$ cat config.mk
export PLATFORM = sky130hd
export DESIGN_NAME = uart_modem_network_ext
export DESIGN_NICKNAME = d
export VERILOG_FILES = /design/src/logic/uart_ext_pkg.sv /design/src/logic/uart_modem_network_ext.sv
export SDC_FILE = /design/constraint.sdc
export NUM_CORES = 1
export LEC_CHECK = 0
export BUFFER_PORTS_ARGS = -buffer_cell sky130_fd_sc_hd__buf_2
export CAP_MARGIN = 10
export CORE_MARGIN = 3
export CORE_UTILIZATION = 40
export DETAILED_ROUTE_END_ITERATION = 7
export PLACE_DENSITY = 0.68
export SYNTH_ARGS = -nofsm -noshare
export SYNTH_HDL_FRONTEND = slang
export SYNTH_SLANG_ARGS = --single-unit
export TNS_END_PERCENT = 5
$ cat constraint.sdc
create_clock -name mclk_i -period 5.2 [get_ports mclk_i]
set_input_delay 1.3 -clock mclk_i [delete_from_list [all_inputs] [get_ports mclk_i]]
set_output_delay 1.3 -clock mclk_i [all_outputs]
set_load 0.01 [all_outputs]
$ cat src/logic/uart_ext_pkg.sv
// constants for the uart modem and network extension registers
`default_nettype none
package uart_ext_pkg;
    // ------------------------------------------------------------------
    // register byte addresses
    // ------------------------------------------------------------------
    localparam logic [31:0] ADDR_MODEM_LINE_STATUS       = 32'hffff0718;
    localparam logic [31:0] ADDR_SCRATCH_BYTE            = 32'hffff071c;
    localparam logic [31:0] ADDR_NETWORK_ENABLE_CONTROL  = 32'hffff0720;
    localparam logic [31:0] ADDR_NETWORK_INTERRUPT_IDENT = 32'hffff0724;
    localparam logic [31:0] ADDR_FRACTIONAL_BAUD_DIVIDER = 32'hffff072c;
    localparam logic [31:0] ADDR_IRQ_STATUS              = 32'hffff0740;
    localparam logic [31:0] ADDR_IRQ_MASK                = 32'hffff0744;
    // ------------------------------------------------------------------
    // reset values
    // ------------------------------------------------------------------
    localparam logic [7:0]  RST_MODEM_LINE_STATUS       = 8'h00;
    localparam logic [7:0]  RST_SCRATCH_BYTE            = 8'h00;
    localparam logic [7:0]  RST_NETWORK_ENABLE_CONTROL  = 8'h04;
    localparam logic [7:0]  RST_NETWORK_INTERRUPT_IDENT = 8'h01;
    localparam logic [15:0] RST_FRACTIONAL_BAUD_DIVIDER = 16'h0000;
    localparam logic [1:0]  RST_IRQ                     = 2'h0;
    // ------------------------------------------------------------------
    // field positions
    // ------------------------------------------------------------------
    localparam int MLS_LEVEL_LSB        = 4;
    localparam int FBD_ENABLE_BIT       = 15;
    localparam int FBD_M_MSB            = 12;
    localparam int FBD_M_LSB            = 11;
    localparam int FBD_N_MSB            = 10;
    localparam int NEC_MODE_BIT         = 7;
    localparam int NEC_TX9_BIT          = 6;
    localparam int NEC_RX9_BIT          = 5;
    localparam int NEC_IRQ_EN_BIT       = 4;
    localparam int NEC_WORD9_BIT        = 3;
    localparam int NEC_DRIVE_BIT        = 2;
    localparam int NEC_POLARITY_BIT     = 1;
    localparam int NEC_MARKER_BIT       = 0;
    localparam int IRQ_MODEM_BIT        = 0;
    localparam int IRQ_NETWORK_BIT      = 1;
    // ------------------------------------------------------------------
    // codes
    // ------------------------------------------------------------------
    localparam logic [2:0]  FRAC_M_ZERO_VALUE = 3'h4;
    localparam logic [2:0]  NET_IID_ADDRESS   = 3'h3;
endpackage : uart_ext_pkg
`default_nettype wire

$ cat src/logic/uart_modem_network_ext.sv
// modem status, scratch, fractional divider and network mode registers on apb
`default_nettype none
// Operation
// - modem status bits 7..4 show carrier, ring, set ready, clear to send levels
// - bit 3 set on any carrier change, cleared by status read
// - bit 2 set on ring rising edge, cleared by status read
// - bit 1 set on any set ready change, cleared by status read
// - bit 0 set on any clear to send change, cleared by status read
// - eight bit read write scratch byte, also offered to network mode
// - divider bit 15 selects fractional baud generator, else integer generator
// - divider bits 12:11 give M, zero meaning four; bits 10:0 give N
// - network node operation only while network mode enable bit 7 set
// - no parity generation or checking in network mode
// - marker bit 0 sends characters as address when one, data when zero
// - bit 6 enables nine bit transmit, only with network mode
// - bit 5 enables nine bit receive, only with network mode
// - bit 3 picks nine bit word; software keeps nine bit transmit off
// - bit 2 drives serial output pin, else pin is three-stated
// - bit 4 gates network interrupt, bit 1 sets address interrupt polarity
// - read only network interrupt ident, top nibble zero, resets to 0x01
module uart_modem_network_ext (
    input  wire logic        mclk_i,
    input  wire logic        rst_n_i,
    input  wire logic        psel_i,
    input  wire logic        penable_i,
    input  wire logic        pwrite_i,
    input  wire logic [31:0] paddr_i,
    input  wire logic [31:0] pwdata_i,
    output logic      [31:0] prdata_o,
    output logic             pready_o,
    output logic             pslverr_o,
    input  wire logic        carrier_detect_i,
    input  wire logic        ring_indicator_i,
    input  wire logic        set_ready_i,
    input  wire logic        clear_to_send_i,
    input  wire logic        tx_serial_i,
    input  wire logic        rx_char_valid_i,
    input  wire logic        rx_ninth_bit_i,
    output logic             serial_out_pin_o,
    output logic             serial_out_pin_oe_o,
    output logic             frac_baud_enable_o,
    output logic      [2:0]  frac_m_o,
    output logic      [10:0] frac_n_o,
    output logic      [7:0]  scratch_o,
    output logic             network_mode_o,
    output logic             parity_disable_o,
    output logic             nine_bit_tx_o,
    output logic             nine_bit_rx_o,
    output logic             nine_bit_word_o,
    output logic             tx_ninth_bit_o,
    output logic             net_irq_o,
    output logic             irq_o
);
    // ------------------------------------------------------------------
    // apb decode
    // ------------------------------------------------------------------
    logic        setup_rd;
    logic        acc_wr;
    logic        acc_rd;
    logic        addr_ok;

    function automatic logic hit(input logic [31:0] a, input logic [31:0] r);
        hit = (a == r);
    endfunction : hit

    assign setup_rd  = psel_i & ~penable_i & ~pwrite_i;
    assign acc_wr    = psel_i & penable_i & pwrite_i;
    assign acc_rd    = psel_i & penable_i & ~pwrite_i;
    assign addr_ok   = hit(paddr_i, uart_ext_pkg::ADDR_MODEM_LINE_STATUS)
                     | hit(paddr_i, uart_ext_pkg::ADDR_SCRATCH_BYTE)
                     | hit(paddr_i, uart_ext_pkg::ADDR_NETWORK_ENABLE_CONTROL)
                     | hit(paddr_i, uart_ext_pkg::ADDR_NETWORK_INTERRUPT_IDENT)
                     | hit(paddr_i, uart_ext_pkg::ADDR_FRACTIONAL_BAUD_DIVIDER)
                     | hit(paddr_i, uart_ext_pkg::ADDR_IRQ_STATUS)
                     | hit(paddr_i, uart_ext_pkg::ADDR_IRQ_MASK);
    // zero wait states; read data captured in setup so it is a flop
    assign pready_o  = 1'b1;
    assign pslverr_o = psel_i & penable_i & ~addr_ok;

    // ------------------------------------------------------------------
    // modem input synchronisers
    // ------------------------------------------------------------------
    // order {carrier, ring, set ready, clear to send}
    logic [3:0] pins;
    logic [3:0] s1_r;
    logic [3:0] s2_r;
    logic [3:0] s3_r;
    logic [3:0] lvl_r;
    logic [3:0] lvl_nxt;
    logic [3:0] evt;

    assign pins = {carrier_detect_i, ring_indicator_i, set_ready_i, clear_to_send_i};

    always_ff @(posedge mclk_i) begin
        if (!rst_n_i) begin
            s1_r  <= 4'h0;
            s2_r  <= 4'h0;
            s3_r  <= 4'h0;
            lvl_r <= 4'h0;
        end else begin
            s1_r  <= pins;
            s2_r  <= s1_r;
            s3_r  <= s2_r;
            lvl_r <= lvl_nxt;
        end
    end

    // a level only counts once the second and third stage agree
    genvar g;
    generate
        for (g = 0; g < 4; g++) begin : g_lvl
            assign lvl_nxt[g] = (s2_r[g] == s3_r[g]) ? s3_r[g] : lvl_r[g];
        end
    endgenerate

    assign evt = {lvl_nxt[3] ^ lvl_r[3],
                  lvl_nxt[2] & ~lvl_r[2],
                  lvl_nxt[1] ^ lvl_r[1],
                  lvl_nxt[0] ^ lvl_r[0]};

    // ------------------------------------------------------------------
    // registers
    // ------------------------------------------------------------------
    logic [3:0]  mflag_r;
    logic [7:0]  scratch_r;
    logic [7:0]  nec_r;
    logic [15:0] div_r;
    logic        net_pend_r;
    logic [1:0]  ist_r;
    logic [1:0]  imask_r;
    logic [31:0] prdata_r;
    logic        rd_mls;
    logic        rd_iid;
    logic        net_evt;
    logic [1:0]  ievt;

    assign rd_mls  = acc_rd & hit(paddr_i, uart_ext_pkg::ADDR_MODEM_LINE_STATUS);
    assign rd_iid  = acc_rd & hit(paddr_i, uart_ext_pkg::ADDR_NETWORK_INTERRUPT_IDENT);

    // only the flags that were actually shown are cleared, new events win
    always_ff @(posedge mclk_i) begin
        if (!rst_n_i) begin
            mflag_r <= uart_ext_pkg::RST_MODEM_LINE_STATUS[3:0];
        end else begin
            mflag_r <= (mflag_r & ~(rd_mls ? prdata_r[3:0] : 4'h0)) | evt;
        end
    end

    always_ff @(posedge mclk_i) begin
        if (!rst_n_i) begin
            scratch_r <= uart_ext_pkg::RST_SCRATCH_BYTE;
            nec_r     <= uart_ext_pkg::RST_NETWORK_ENABLE_CONTROL;
            div_r     <= uart_ext_pkg::RST_FRACTIONAL_BAUD_DIVIDER;
            imask_r   <= uart_ext_pkg::RST_IRQ;
        end else if (acc_wr) begin
            if (hit(paddr_i, uart_ext_pkg::ADDR_SCRATCH_BYTE))
                scratch_r <= pwdata_i[7:0];
            if (hit(paddr_i, uart_ext_pkg::ADDR_NETWORK_ENABLE_CONTROL))
                nec_r <= pwdata_i[7:0];
            if (hit(paddr_i, uart_ext_pkg::ADDR_FRACTIONAL_BAUD_DIVIDER))
                div_r <= {pwdata_i[15], 2'h0, pwdata_i[12:0]};
            if (hit(paddr_i, uart_ext_pkg::ADDR_IRQ_MASK))
                imask_r <= pwdata_i[1:0];
        end
    end

    // ------------------------------------------------------------------
    // network address interrupt
    // ------------------------------------------------------------------
    // address char is one whose ninth bit matches the chosen polarity
    assign net_evt = network_mode_o & nine_bit_rx_o & rx_char_valid_i
                   & (rx_ninth_bit_i == nec_r[uart_ext_pkg::NEC_POLARITY_BIT]);

    always_ff @(posedge mclk_i) begin
        if (!rst_n_i) begin
            net_pend_r <= 1'b0;
        end else begin
            net_pend_r <= (net_pend_r & ~(rd_iid & ~prdata_r[0])) | net_evt;
        end
    end

    // ------------------------------------------------------------------
    // sticky interrupt status, write one to clear
    // ------------------------------------------------------------------
    assign ievt = {net_evt & nec_r[uart_ext_pkg::NEC_IRQ_EN_BIT], |evt};

    always_ff @(posedge mclk_i) begin
        if (!rst_n_i) begin
            ist_r <= uart_ext_pkg::RST_IRQ;
        end else begin
            ist_r <= (ist_r & ~((acc_wr & hit(paddr_i, uart_ext_pkg::ADDR_IRQ_STATUS)) ? pwdata_i[1:0] : 2'h0))
                   | ievt;
        end
    end

    assign irq_o     = |(ist_r & imask_r);
    assign net_irq_o = net_pend_r & nec_r[uart_ext_pkg::NEC_IRQ_EN_BIT];

    // ------------------------------------------------------------------
    // read data
    // ------------------------------------------------------------------
    always_ff @(posedge mclk_i) begin
        if (!rst_n_i) begin
            prdata_r <= 32'h0;
        end else if (setup_rd) begin
            prdata_r <= 32'h0;
            if (hit(paddr_i, uart_ext_pkg::ADDR_MODEM_LINE_STATUS))
                prdata_r[7:0] <= {lvl_r, mflag_r};
            else if (hit(paddr_i, uart_ext_pkg::ADDR_SCRATCH_BYTE))
                prdata_r[7:0] <= scratch_r;
            else if (hit(paddr_i, uart_ext_pkg::ADDR_NETWORK_ENABLE_CONTROL))
                prdata_r[7:0] <= nec_r;
            else if (hit(paddr_i, uart_ext_pkg::ADDR_NETWORK_INTERRUPT_IDENT))
                prdata_r[7:0] <= {4'h0, net_pend_r ? uart_ext_pkg::NET_IID_ADDRESS : 3'h0,
                                  ~net_pend_r};
            else if (hit(paddr_i, uart_ext_pkg::ADDR_FRACTIONAL_BAUD_DIVIDER))
                prdata_r[15:0] <= div_r;
            else if (hit(paddr_i, uart_ext_pkg::ADDR_IRQ_STATUS))
                prdata_r[1:0] <= ist_r;
            else if (hit(paddr_i, uart_ext_pkg::ADDR_IRQ_MASK))
                prdata_r[1:0] <= imask_r;
        end
    end
    assign prdata_o = prdata_r;

    // ------------------------------------------------------------------
    // controls toward the uart core
    // ------------------------------------------------------------------
    assign frac_baud_enable_o = div_r[uart_ext_pkg::FBD_ENABLE_BIT];
    assign frac_m_o = (div_r[uart_ext_pkg::FBD_M_MSB:uart_ext_pkg::FBD_M_LSB] == 2'h0)
                    ? uart_ext_pkg::FRAC_M_ZERO_VALUE
                    : {1'b0, div_r[uart_ext_pkg::FBD_M_MSB:uart_ext_pkg::FBD_M_LSB]};
    assign frac_n_o = div_r[uart_ext_pkg::FBD_N_MSB:0];
    assign scratch_o = scratch_r;
    assign network_mode_o   = nec_r[uart_ext_pkg::NEC_MODE_BIT];
    assign parity_disable_o = network_mode_o;
    assign nine_bit_tx_o    = network_mode_o & nec_r[uart_ext_pkg::NEC_TX9_BIT];
    assign nine_bit_rx_o    = network_mode_o & nec_r[uart_ext_pkg::NEC_RX9_BIT];
    // word length bit is honoured as is; keeping tx9 off is software's job
    assign nine_bit_word_o  = nec_r[uart_ext_pkg::NEC_WORD9_BIT];
    assign tx_ninth_bit_o   = nine_bit_tx_o & nec_r[uart_ext_pkg::NEC_MARKER_BIT];
    assign serial_out_pin_o    = tx_serial_i;
    assign serial_out_pin_oe_o = nec_r[uart_ext_pkg::NEC_DRIVE_BIT];

    logic        wr_ctl;
    logic        wr_div;
    assign wr_ctl = acc_wr & hit(paddr_i, uart_ext_pkg::ADDR_NETWORK_ENABLE_CONTROL);
    assign wr_div = acc_wr & hit(paddr_i, uart_ext_pkg::ADDR_FRACTIONAL_BAUD_DIVIDER);
endmodule : uart_modem_network_ext
`default_nettype wire

## After elaboration in Yosys (flattened, before gate mapping)

Cells that the tools add are included.

- Equal/unequal tests: 12
- Mux-type cells: 20
- Bitwise logic cells: 44
- Reduce and logical (&&, ||, !) cells: 7

Operators with widths:

| operator | number |
|---|---|
| $eq 32x32->1 const B | 7 |
| $mux 8 | 8 |
| $and 1x1->1 | 20 |
| $mux 14 | 1 |
| $mux 2 | 5 |
| $reduce_and 2->1 | 4 |
| $not 1->1 | 7 |
| $or 1x1->1 | 7 |
| $eq 1x1->1 | 5 |
| $and 2x2->2 | 2 |
| $and 4x4->4 | 1 |
| $mux 1 | 4 |
| $mux 4 | 1 |
| $not 4->4 | 1 |
| $or 4x4->4 | 1 |
| $reduce_or 4->1 | 1 |
| $mux 3 | 1 |
| $xor 1x1->1 | 3 |
| $logic_not 2->1 | 1 |
| $not 2->2 | 1 |
| $or 2x2->2 | 1 |
| $reduce_or 2->1 | 1 |

- Bits in registers: 71
- Output and inout port bits: 67
- Word-level logic and storage cells: 95

## Logic depth before layout (Yosys ltp)

Gate-level depths: netlist (run 1).

- Depth after elaboration: 9
- Mapped depth: 7

## Worst setup path after synthesis (run 1)

Ideal clock, no wire load.

- Path kind: input to output
- From: input paddr_i[14]
- To: output pslverr_o
- Arrival time: 2.397 ns
- Path slack: 1.503 ns
- Cell stages on the path: 4
- Cells stage by stage: nor4_1 nand2_1 a21oi_1 a211oi_1

- Word-level cells in the longest chain between the ends: 9

Ends and longest elaborated chain:

| what | line | RTL |
|---|---|---|
| start: declaration | uart_modem_network_ext.sv:27 | `input wire logic [31:0] paddr_i,` |
| $eq 32x32->1 | uart_modem_network_ext.sv:63 | `hit = (a == r);` |
| $or 1x1->1 | uart_modem_network_ext.sv:70 | `\| hit(paddr_i, uart_ext_pkg::ADDR_SCRATCH_BYTE)` |
| $or 1x1->1 | uart_modem_network_ext.sv:71 | `\| hit(paddr_i, uart_ext_pkg::ADDR_NETWORK_ENABLE_CONTROL)` |
| $or 1x1->1 | uart_modem_network_ext.sv:72 | `\| hit(paddr_i, uart_ext_pkg::ADDR_NETWORK_INTERRUPT_IDENT)` |
| $or 1x1->1 | uart_modem_network_ext.sv:73 | `\| hit(paddr_i, uart_ext_pkg::ADDR_FRACTIONAL_BAUD_DIVIDER)` |
| $or 1x1->1 | uart_modem_network_ext.sv:74 | `\| hit(paddr_i, uart_ext_pkg::ADDR_IRQ_STATUS)` |
| $or 1x1->1 (*) | uart_modem_network_ext.sv:75 | `\| hit(paddr_i, uart_ext_pkg::ADDR_IRQ_MASK);` |
| $not 1->1 (*) | uart_modem_network_ext.sv:78 | `assign pslverr_o = psel_i & penable_i & ~addr_ok;` |
| $and 1x1->1 (*) | uart_modem_network_ext.sv:78 |  |
| end: declaration | uart_modem_network_ext.sv:31 | `output logic pslverr_o,` |

Every way passes the cells marked *; elsewhere a longest branch is shown, timed or not.

## Worst setup path after layout (run 1)

- From: input paddr_i[15]
- To: output pslverr_o

Same word-level chain as after synthesis.

==> reports/qor.csv, run 1 <==
stage;metric;value;unit
worst_setup_path;crit_path_frequent_cell;buf_2;
worst_setup_path;cp_slowest_cell;nor4_4;
timing;whs;435;ps
pwr;internal-power;0.849;mW
worst_hold_path;hp-class;reg2reg;
yosys;synthCells;399;
timing;slew_viol_final;0;
finish;fill_cells;844;
routing;via_per_inst;5.21;
global_routing;antenna_found_initial;0;
worst_setup_path;crit_family;simple AND/OR/NAND/NOR gates;
yosys;synth_edf_count;0;
cts;cts_tree;yes;
routing;totalWireLength;9010;um
cts;clockBufferDepth;2;
pwr;p_comb_share;7.3;%
timing;timing.final.crit_share;76.5;%
placement;gp_congestion;0.928;
yosys;ys_async_sr_fraction;0;%
worst_setup_path;end_kind;primary output;
cts;cts-resized-gates;0;
cts;clock-root-buffer;clkbuf_8;
global_routing;grt_util_all_layers;18.2;%
cts;cts.sinks;69;
pwr;p_total;1.10;mW
finish;antenna_cells;0;
pwr;swShare;23.2;%
routing;wire_per_inst;15.3;um
placement;hpwl;6690;um
worst_setup_path;critPathBufInv;2;
yosys;yosysUniqueCellTypes;54;
yosys;yosysSeqAreaShare;39.5;%
worst_setup_path;startpoint;paddr_i[15];
outcome;outcome;finished, final reports clean;
timing;totalNegativeSetupSlack;0;ps
worst_setup_path;cp_data_arrival_time;2680;ps
placement;io_buffers;103;
worst_setup_path;critPathRequiredTime;3900;ps
worst_setup_path;r2r-start;prdata_o[0];
yosys;syn_area_per_cell;8.76;um2
global_routing;grt_pass1_wl;14200;um
cts;postCtsSetupBuffers;0;
routing;drtAntennaViolNets;0;
placement;place_area;3890;um2
timing;max_slew_margin;36.4;%
timing;tightest_slew;950;ps
job;cap_violations;0;
worst_setup_path;critical_path_class;in2out;
cts;numCtsBuffers;9;
timing;hold_viol_final;0;
worst_setup_path;r2r_slack;3880;ps
timing;skew;10.3;ps
worst_setup_path;path_cells;buf_2, nand4bb_4, nor4_4, nand2_4, nor2_1, a211oi_1, buf_2;
die;coreArea;8340;um2
timing;clock.fmax;0.251;GHz
global_routing;grt_max_degree;46;
timing;finalSetupViolations;0;
cts;path_clk_slew;70;ps
die;dieArea;9890;um2
global_routing;grt_overflow_total;0;
die;num_rows;33;
pwr;power.switching;0.256;mW
die;die_h;99.5;um
worst_setup_path;max_stage_delay;510;ps
finish;fin_area;4120;um2
die;start_util;41.9;%
routing;drtIter0Drc;149;
worst_setup_path;path_max_fanout;8;
global_routing;grt_pass1_vias;2846;
finish;fin_nets;556;
die;die_x;99.5;um
cts;clk_latency;350;ps
timing;rsz0062_at_grt;no;
yosys;netlist_area;3490;um2
finish;synthToLayoutAreaGrowth;17.9;%
worst_hold_path;hp-start;s1_r[0];
finish;final_layout_size_suffix_gt1_share;27.8;%
routing;vias;3073;
worst_hold_path;min_to;s2_r[0];
routing;drt-pass1-iter-count;6;
worst_setup_path;timing.rr.end;net_pend_r;
worst_hold_path;worstHoldPathCells;1;
cts;hold_buffers;0;
pwr;power_frac_seq;48.6;%
routing;drcViolationCount;0;
yosys;ys.flop_type;dfxtp_1;
pwr;vdd_drop_max;0.000254;V
worst_setup_path;startpoint_type;primary input;
timing;fin_crit;3980;ps
die;io_pins;143;
cts;ctsHtreeMaxLevel;3;
finish;fin_util;49.4;%
worst_setup_path;r2r_cells;3;
pwr;clkPwrFrac;44.0;%
yosys;synth_warnings;0;
pwr;p_leak;1.86;nW
pwr;p_per_area;268;nW/um2
yosys;synth_seq_cells;69;
per-layer routing:
metal / part of all wire, % / GRT usage [%] / routed length (um) / up-vias
li1: - / - / - / 1514
met2: 48 / 29.1 / 4330 / 112
met5: 0 / 0 / 0 / -
met4: 1.4 / 5.99 / 123 / 0
met1: 42 / 23.3 / 3780 / 1432
met3: 8.6 / 6.03 / 776 / 15
cell type report:
type	instances	area [um2]	area share [%]
inverter	4	15.0	0.365
clock inverter	6	86.3	2.10
sequential	69	1380	33.5
timing repair buffer	106	538	13.1
tap	105	131	3.19
clock buffer	10	138	3.34
multi-input combinational	290	1830	44.4
sequential cells by signal (all words and copies together) (netlist names), 4 cells and up:
register,flops
div_r,14
scratch_o,8
s1_r,4
mflag_r,4
s3_r,4
s2_r,4
lvl_r,4
nec_r,8
prdata_o,14
stage by stage:
stage,cells,worst slack (ps)
after detailed placement,574,1220
final,590,1220
after CTS,590,1210
after floorplan,416,1500
after global routing,590,1090
after global placement,574,1220
kinds of logic (layout without fill, tap and decap cells):
group	count (synthesis)	count (layout)	share of synthesized area, %
XOR/XNOR	1	1	0.251
flip-flops	69	69	39.5
AO/OA/AOI/OAI	68	68	12.7
buffers and inverters	57	126	9.96
multiplexers	39	39	11.3
AND/OR/NAND/NOR	163	163	26.0
other	2	19	0.215
power by group through the flow:
stage          registers [mW]  logic (mW)  clock network [mW]
2_1_floorplan           0.549      0.0547                   0
3_3_place_gp            0.549      0.0782                   0
3_5_place_dp            0.550      0.0800                   0
4_1_cts                 0.537      0.0803               0.497
5_1_grt                 0.538      0.0904               0.519
6_report                0.537      0.0811               0.486
worst max path at each step:
stage                end  slack (ps)  depth (start not counted)
2_1_floorplan  pslverr_o        1500                          4
3_3_place_gp   pslverr_o        1220                          7
3_5_place_dp   pslverr_o        1220                          7
4_1_cts        pslverr_o        1210                          7
5_1_grt        pslverr_o        1090                          7
6_report       pslverr_o        1220                          7
layout by cell type, fill, tap and decap left out, types with 10 or more instances in the layout:
| cell type | instances |
|---|---|
| and2_1 | 16 |
| nand4_1 | 10 |
| mux2i_1 | 35 |
| dfxtp_1 | 69 |
| nor2b_1 | 12 |
| nand2_1 | 64 |
| conb_1 | 19 |
| nor2_1 | 14 |
| buf_2 | 103 |
| clkbuf_8 | 10 |
| nand3_1 | 14 |
| a31oi_1 | 12 |
| o21ai_0 | 17 |
| a21boi_0 | 16 |
cells in the mapped netlist, types with 2 or more instances:
| cell | instances | share of area (%) |
|---|---|---|
| a211oi_1 | 2 | 0.43 |
| a21boi_0 | 16 | 3.4 |
| a21oi_1 | 5 | 0.72 |
| a22oi_1 | 3 | 0.64 |
| a31oi_1 | 12 | 2.1 |
| and2_1 | 16 | 2.9 |
| and3_1 | 5 | 0.90 |
| buf_2 | 2 | 0.29 |
| buf_4 | 33 | 7.1 |
| clkbuf_1 | 16 | 1.7 |
| conb_1 | 2 | 0.21 |
| dfxtp_1 | 69 | 40 |
| inv_1 | 4 | 0.43 |
| mux2_2 | 4 | 1.3 |
| mux2i_1 | 35 | 10 |
| nand2_1 | 64 | 6.9 |
| nand2b_1 | 2 | 0.36 |
| nand3_1 | 14 | 2.0 |
| nand4_1 | 10 | 1.8 |
| nor2_1 | 14 | 1.5 |
| nor2b_1 | 12 | 2.1 |
| nor3_1 | 3 | 0.43 |
| nor3b_1 | 2 | 0.43 |
| nor4_1 | 3 | 0.54 |
| o21ai_0 | 17 | 2.4 |
| o22ai_1 | 3 | 0.54 |
| o2bb2ai_1 | 2 | 0.50 |
| o31ai_1 | 2 | 0.43 |
| or4_1 | 2 | 0.43 |
Power figures use the tool's default switching activity.
==> inputs of run 2 (changes only) <==
--- a/config.mk
+++ b/config.mk
@@ -10,7 +10,7 @@
 export CORE_MARGIN = 3
 export CORE_UTILIZATION = 40
 export DETAILED_ROUTE_END_ITERATION = 7
-export PLACE_DENSITY = 0.68
+export PLACE_DENSITY = 0.71
 export SYNTH_ARGS = -nofsm -noshare
 export SYNTH_HDL_FRONTEND = slang
 export SYNTH_SLANG_ARGS = --single-unit
==> constraint.sdc (replaced) <==
create_clock -name mclk_i -period 3.3 [get_ports mclk_i]
set_input_delay 0.825 -clock mclk_i [delete_from_list [all_inputs] [get_ports mclk_i]]
set_output_delay 0.825 -clock mclk_i [all_outputs]
set_load 0.01 [all_outputs]
==> run 2 against run 1 <==
  * Largest power group unchanged
  * Critical path depth unchanged
  * Hold slack got worse by 2.2 ps
  * Global-route usage up 0.43 points
  * Highest routed layer unchanged
==> reports/qor.csv, run 2 (same netlist as run 1, synthesis figures left out) <==
stage;metric;value;unit;change
routing;drtIter0Drc;203;;was 149
worst_setup_path;r2r-start;prdata_o[0];;unchanged
timing;finalWorstSetupSlack;440;ps;was 1220 ps
global_routing;grt-busiest-layer;met2;;unchanged
routing;wire_per_inst;15.4;um;was 15.3 um
worst_setup_path;startpoint;paddr_i[15];;unchanged
worst_setup_path;end_kind;primary output;;unchanged
cts;cts_tree;yes;;unchanged
placement;hpwl;6840;um;was 6690 um
placement;io_buffers;103;;unchanged
timing;max_slew_margin;54.8;%;was 36.4%
routing;totalWireLength;9140;um;was 9010 um
cts;clock-root-buffer;clkbuf_8;;unchanged
global_routing;grt_pass1_vias;2916;;was 2846
worst_setup_path;critPathRequiredTime;2470;ps;was 3900 ps
timing;tightest_slew;676;ps;was 950 ps
finish;fin_util;49.4;%;unchanged
routing;drcViolationCount;0;;unchanged
global_routing;grt_util_met3;4.98;%;was 6.03%
timing;slew_viol_final;0;;unchanged
timing;totalNegativeSetupSlack;0;ps;unchanged
global_routing;grt_pass1_wl;14500;um;was 14200 um
placement;preCtsSetupSlack;460;ps;was 1220 ps
die;die_h;99.5;um;unchanged
finish;seq_area;1380;um2;unchanged
die;num_rows;33;;unchanged
finish;final_layout_size_suffix_gt1_share;28.4;%;was 27.8%
finish;fill_cells;809;;was 844
worst_setup_path;startpoint_type;primary input;;unchanged
global_routing;met2_usage;28.5;%;was 29.1%
die;start_util;41.9;%;unchanged
routing;drt-pass1-iter-count;4;;was 6
timing;timing.final.crit_share;86.7;%;
finish;fin_nets;562;;was 556
worst_hold_path;hp-start;s1_r[0];;unchanged
cts;path_clk_slew;70;ps;about the same
worst_setup_path;r2r_cells;3;;unchanged
worst_setup_path;path_max_fanout;8;;unchanged
timing;clock.fmax;0.350;GHz;
global_routing;grt_util_all_layers;18.7;%;was 18.2%
timing;fin_crit;2860;ps;
cts;hold_buffers;0;;unchanged
worst_hold_path;hp-class;reg2reg;;unchanged
cts;ctsHtreeMaxLevel;3;;unchanged
finish;antenna_cells;0;;unchanged
cts;postCtsSetupBuffers;0;;unchanged
global_routing;grt_max_degree;46;;unchanged
timing;finalSetupViolations;0;;unchanged
global_routing;antenna_found_initial;0;;unchanged
finish;final_cell_mix;103 x buf_2, 69 x dfxtp_1, 64 x nand2_1;;unchanged
pwr;p_per_area;383;nW/um2;was 268 nW/um2
routing;drtAntennaViolNets;0;;unchanged
die;io_pins;143;;unchanged
timing;rsz0062_at_grt;no;;unchanged
global_routing;grt_overflow_total;0;;unchanged
routing;via_per_inst;5.21;;about the same
die;coreArea;8340;um2;unchanged
pwr;p_leak;1.87;nW;was 1.86 nW
finish;synthToLayoutAreaGrowth;17.9;%;unchanged
routing;vias;3101;;was 3073
worst_setup_path;critical_path_class;in2out;;unchanged
worst_setup_path;cp_data_arrival_time;2040;ps;was 2680 ps
die;die_x;99.5;um;unchanged
timing;hold_viol_final;0;;unchanged
outcome;outcome;finished, final reports clean;;unchanged
timing;skew;6.27;ps;was 10.3 ps
cts;cts.sinks;69;;unchanged
cts;numCtsBuffers;9;;unchanged
cts;clk_latency;350;ps;about the same
worst_hold_path;worstHoldPathCells;1;;unchanged
cts;clockBufferDepth;2;;unchanged
job;cap_violations;0;;unchanged
pwr;vdd_drop_max;0.000236;V;was 0.000254 V
cts;cts-resized-gates;0;;unchanged
die;dieArea;9890;um2;unchanged
placement;gp_congestion;0.883;;was 0.928
finish;layout_commonest_cell;buf_2;;unchanged
global_routing;grtUsageMet1;23.9;%;was 23.3%
finish;multi_input_area;1830;um2;unchanged
## run 2: cell types whose count changed in the layout (fill, tap and decap cells not counted), sizes merged
cell and delta:
buf +6, bufinv -2, clkbuf +1, clkinv -1
clkinvlp +1
## run 2: critical path: stages
cell,delay [ps]
buf_2,90
nand4bb_4,220
nor4_4,350
nand2_4,150
nor2_1,140
a211oi_1,100
buf_2,150
## run 2: final cells by class
type | count | share of cell area, %
clock inverters | 4 | 0.608
clock buffers | 11 | 3.43
repair buffers | 112 | 14.5
flip-flops and latches | 69 | 33.5
well taps | 105 | 3.19
multi-input cells | 290 | 44.4
inverters | 4 | 0.365
## run 2: per-layer routing
metal	share of wire [%]	routed length (um)
met4	2.7	248
met2	47	4260
met1	43	3950
met5	0	0
met3	7.4	677
## run 2: final timing paths
check | end | slack [ps]
min reg2reg | s2_r[0] | 430
min | s2_r[0] | 430
max reg2reg | net_pend_r | 1950
max | pslverr_o | 440
## run 2: where the power goes
part | leakage [nW] | switching [mW] | internal, mW
clock | 0.0812 | 0.312 | 0.286
sequential | 0.558 | 0.00525 | 0.842
combinational | 1.23 | 0.0771 | 0.0537
## run 2: stage by stage
| stage | power (mW) | instance area, um2 | hold slack (ps) | cells |
|---|---|---|---|---|
| after floorplan | 0.952 | 3560 | 412 | 416 |
| after global placement | 0.992 | 3950 | 415 | 580 |
| after detailed placement | 0.995 | 3950 | 423 | 580 |
| after CTS | 1.59 | 4120 | 439 | 595 |
| after global routing | 1.64 | 4120 | 450 | 595 |
| final | 1.58 | 4120 | 432 | 595 |
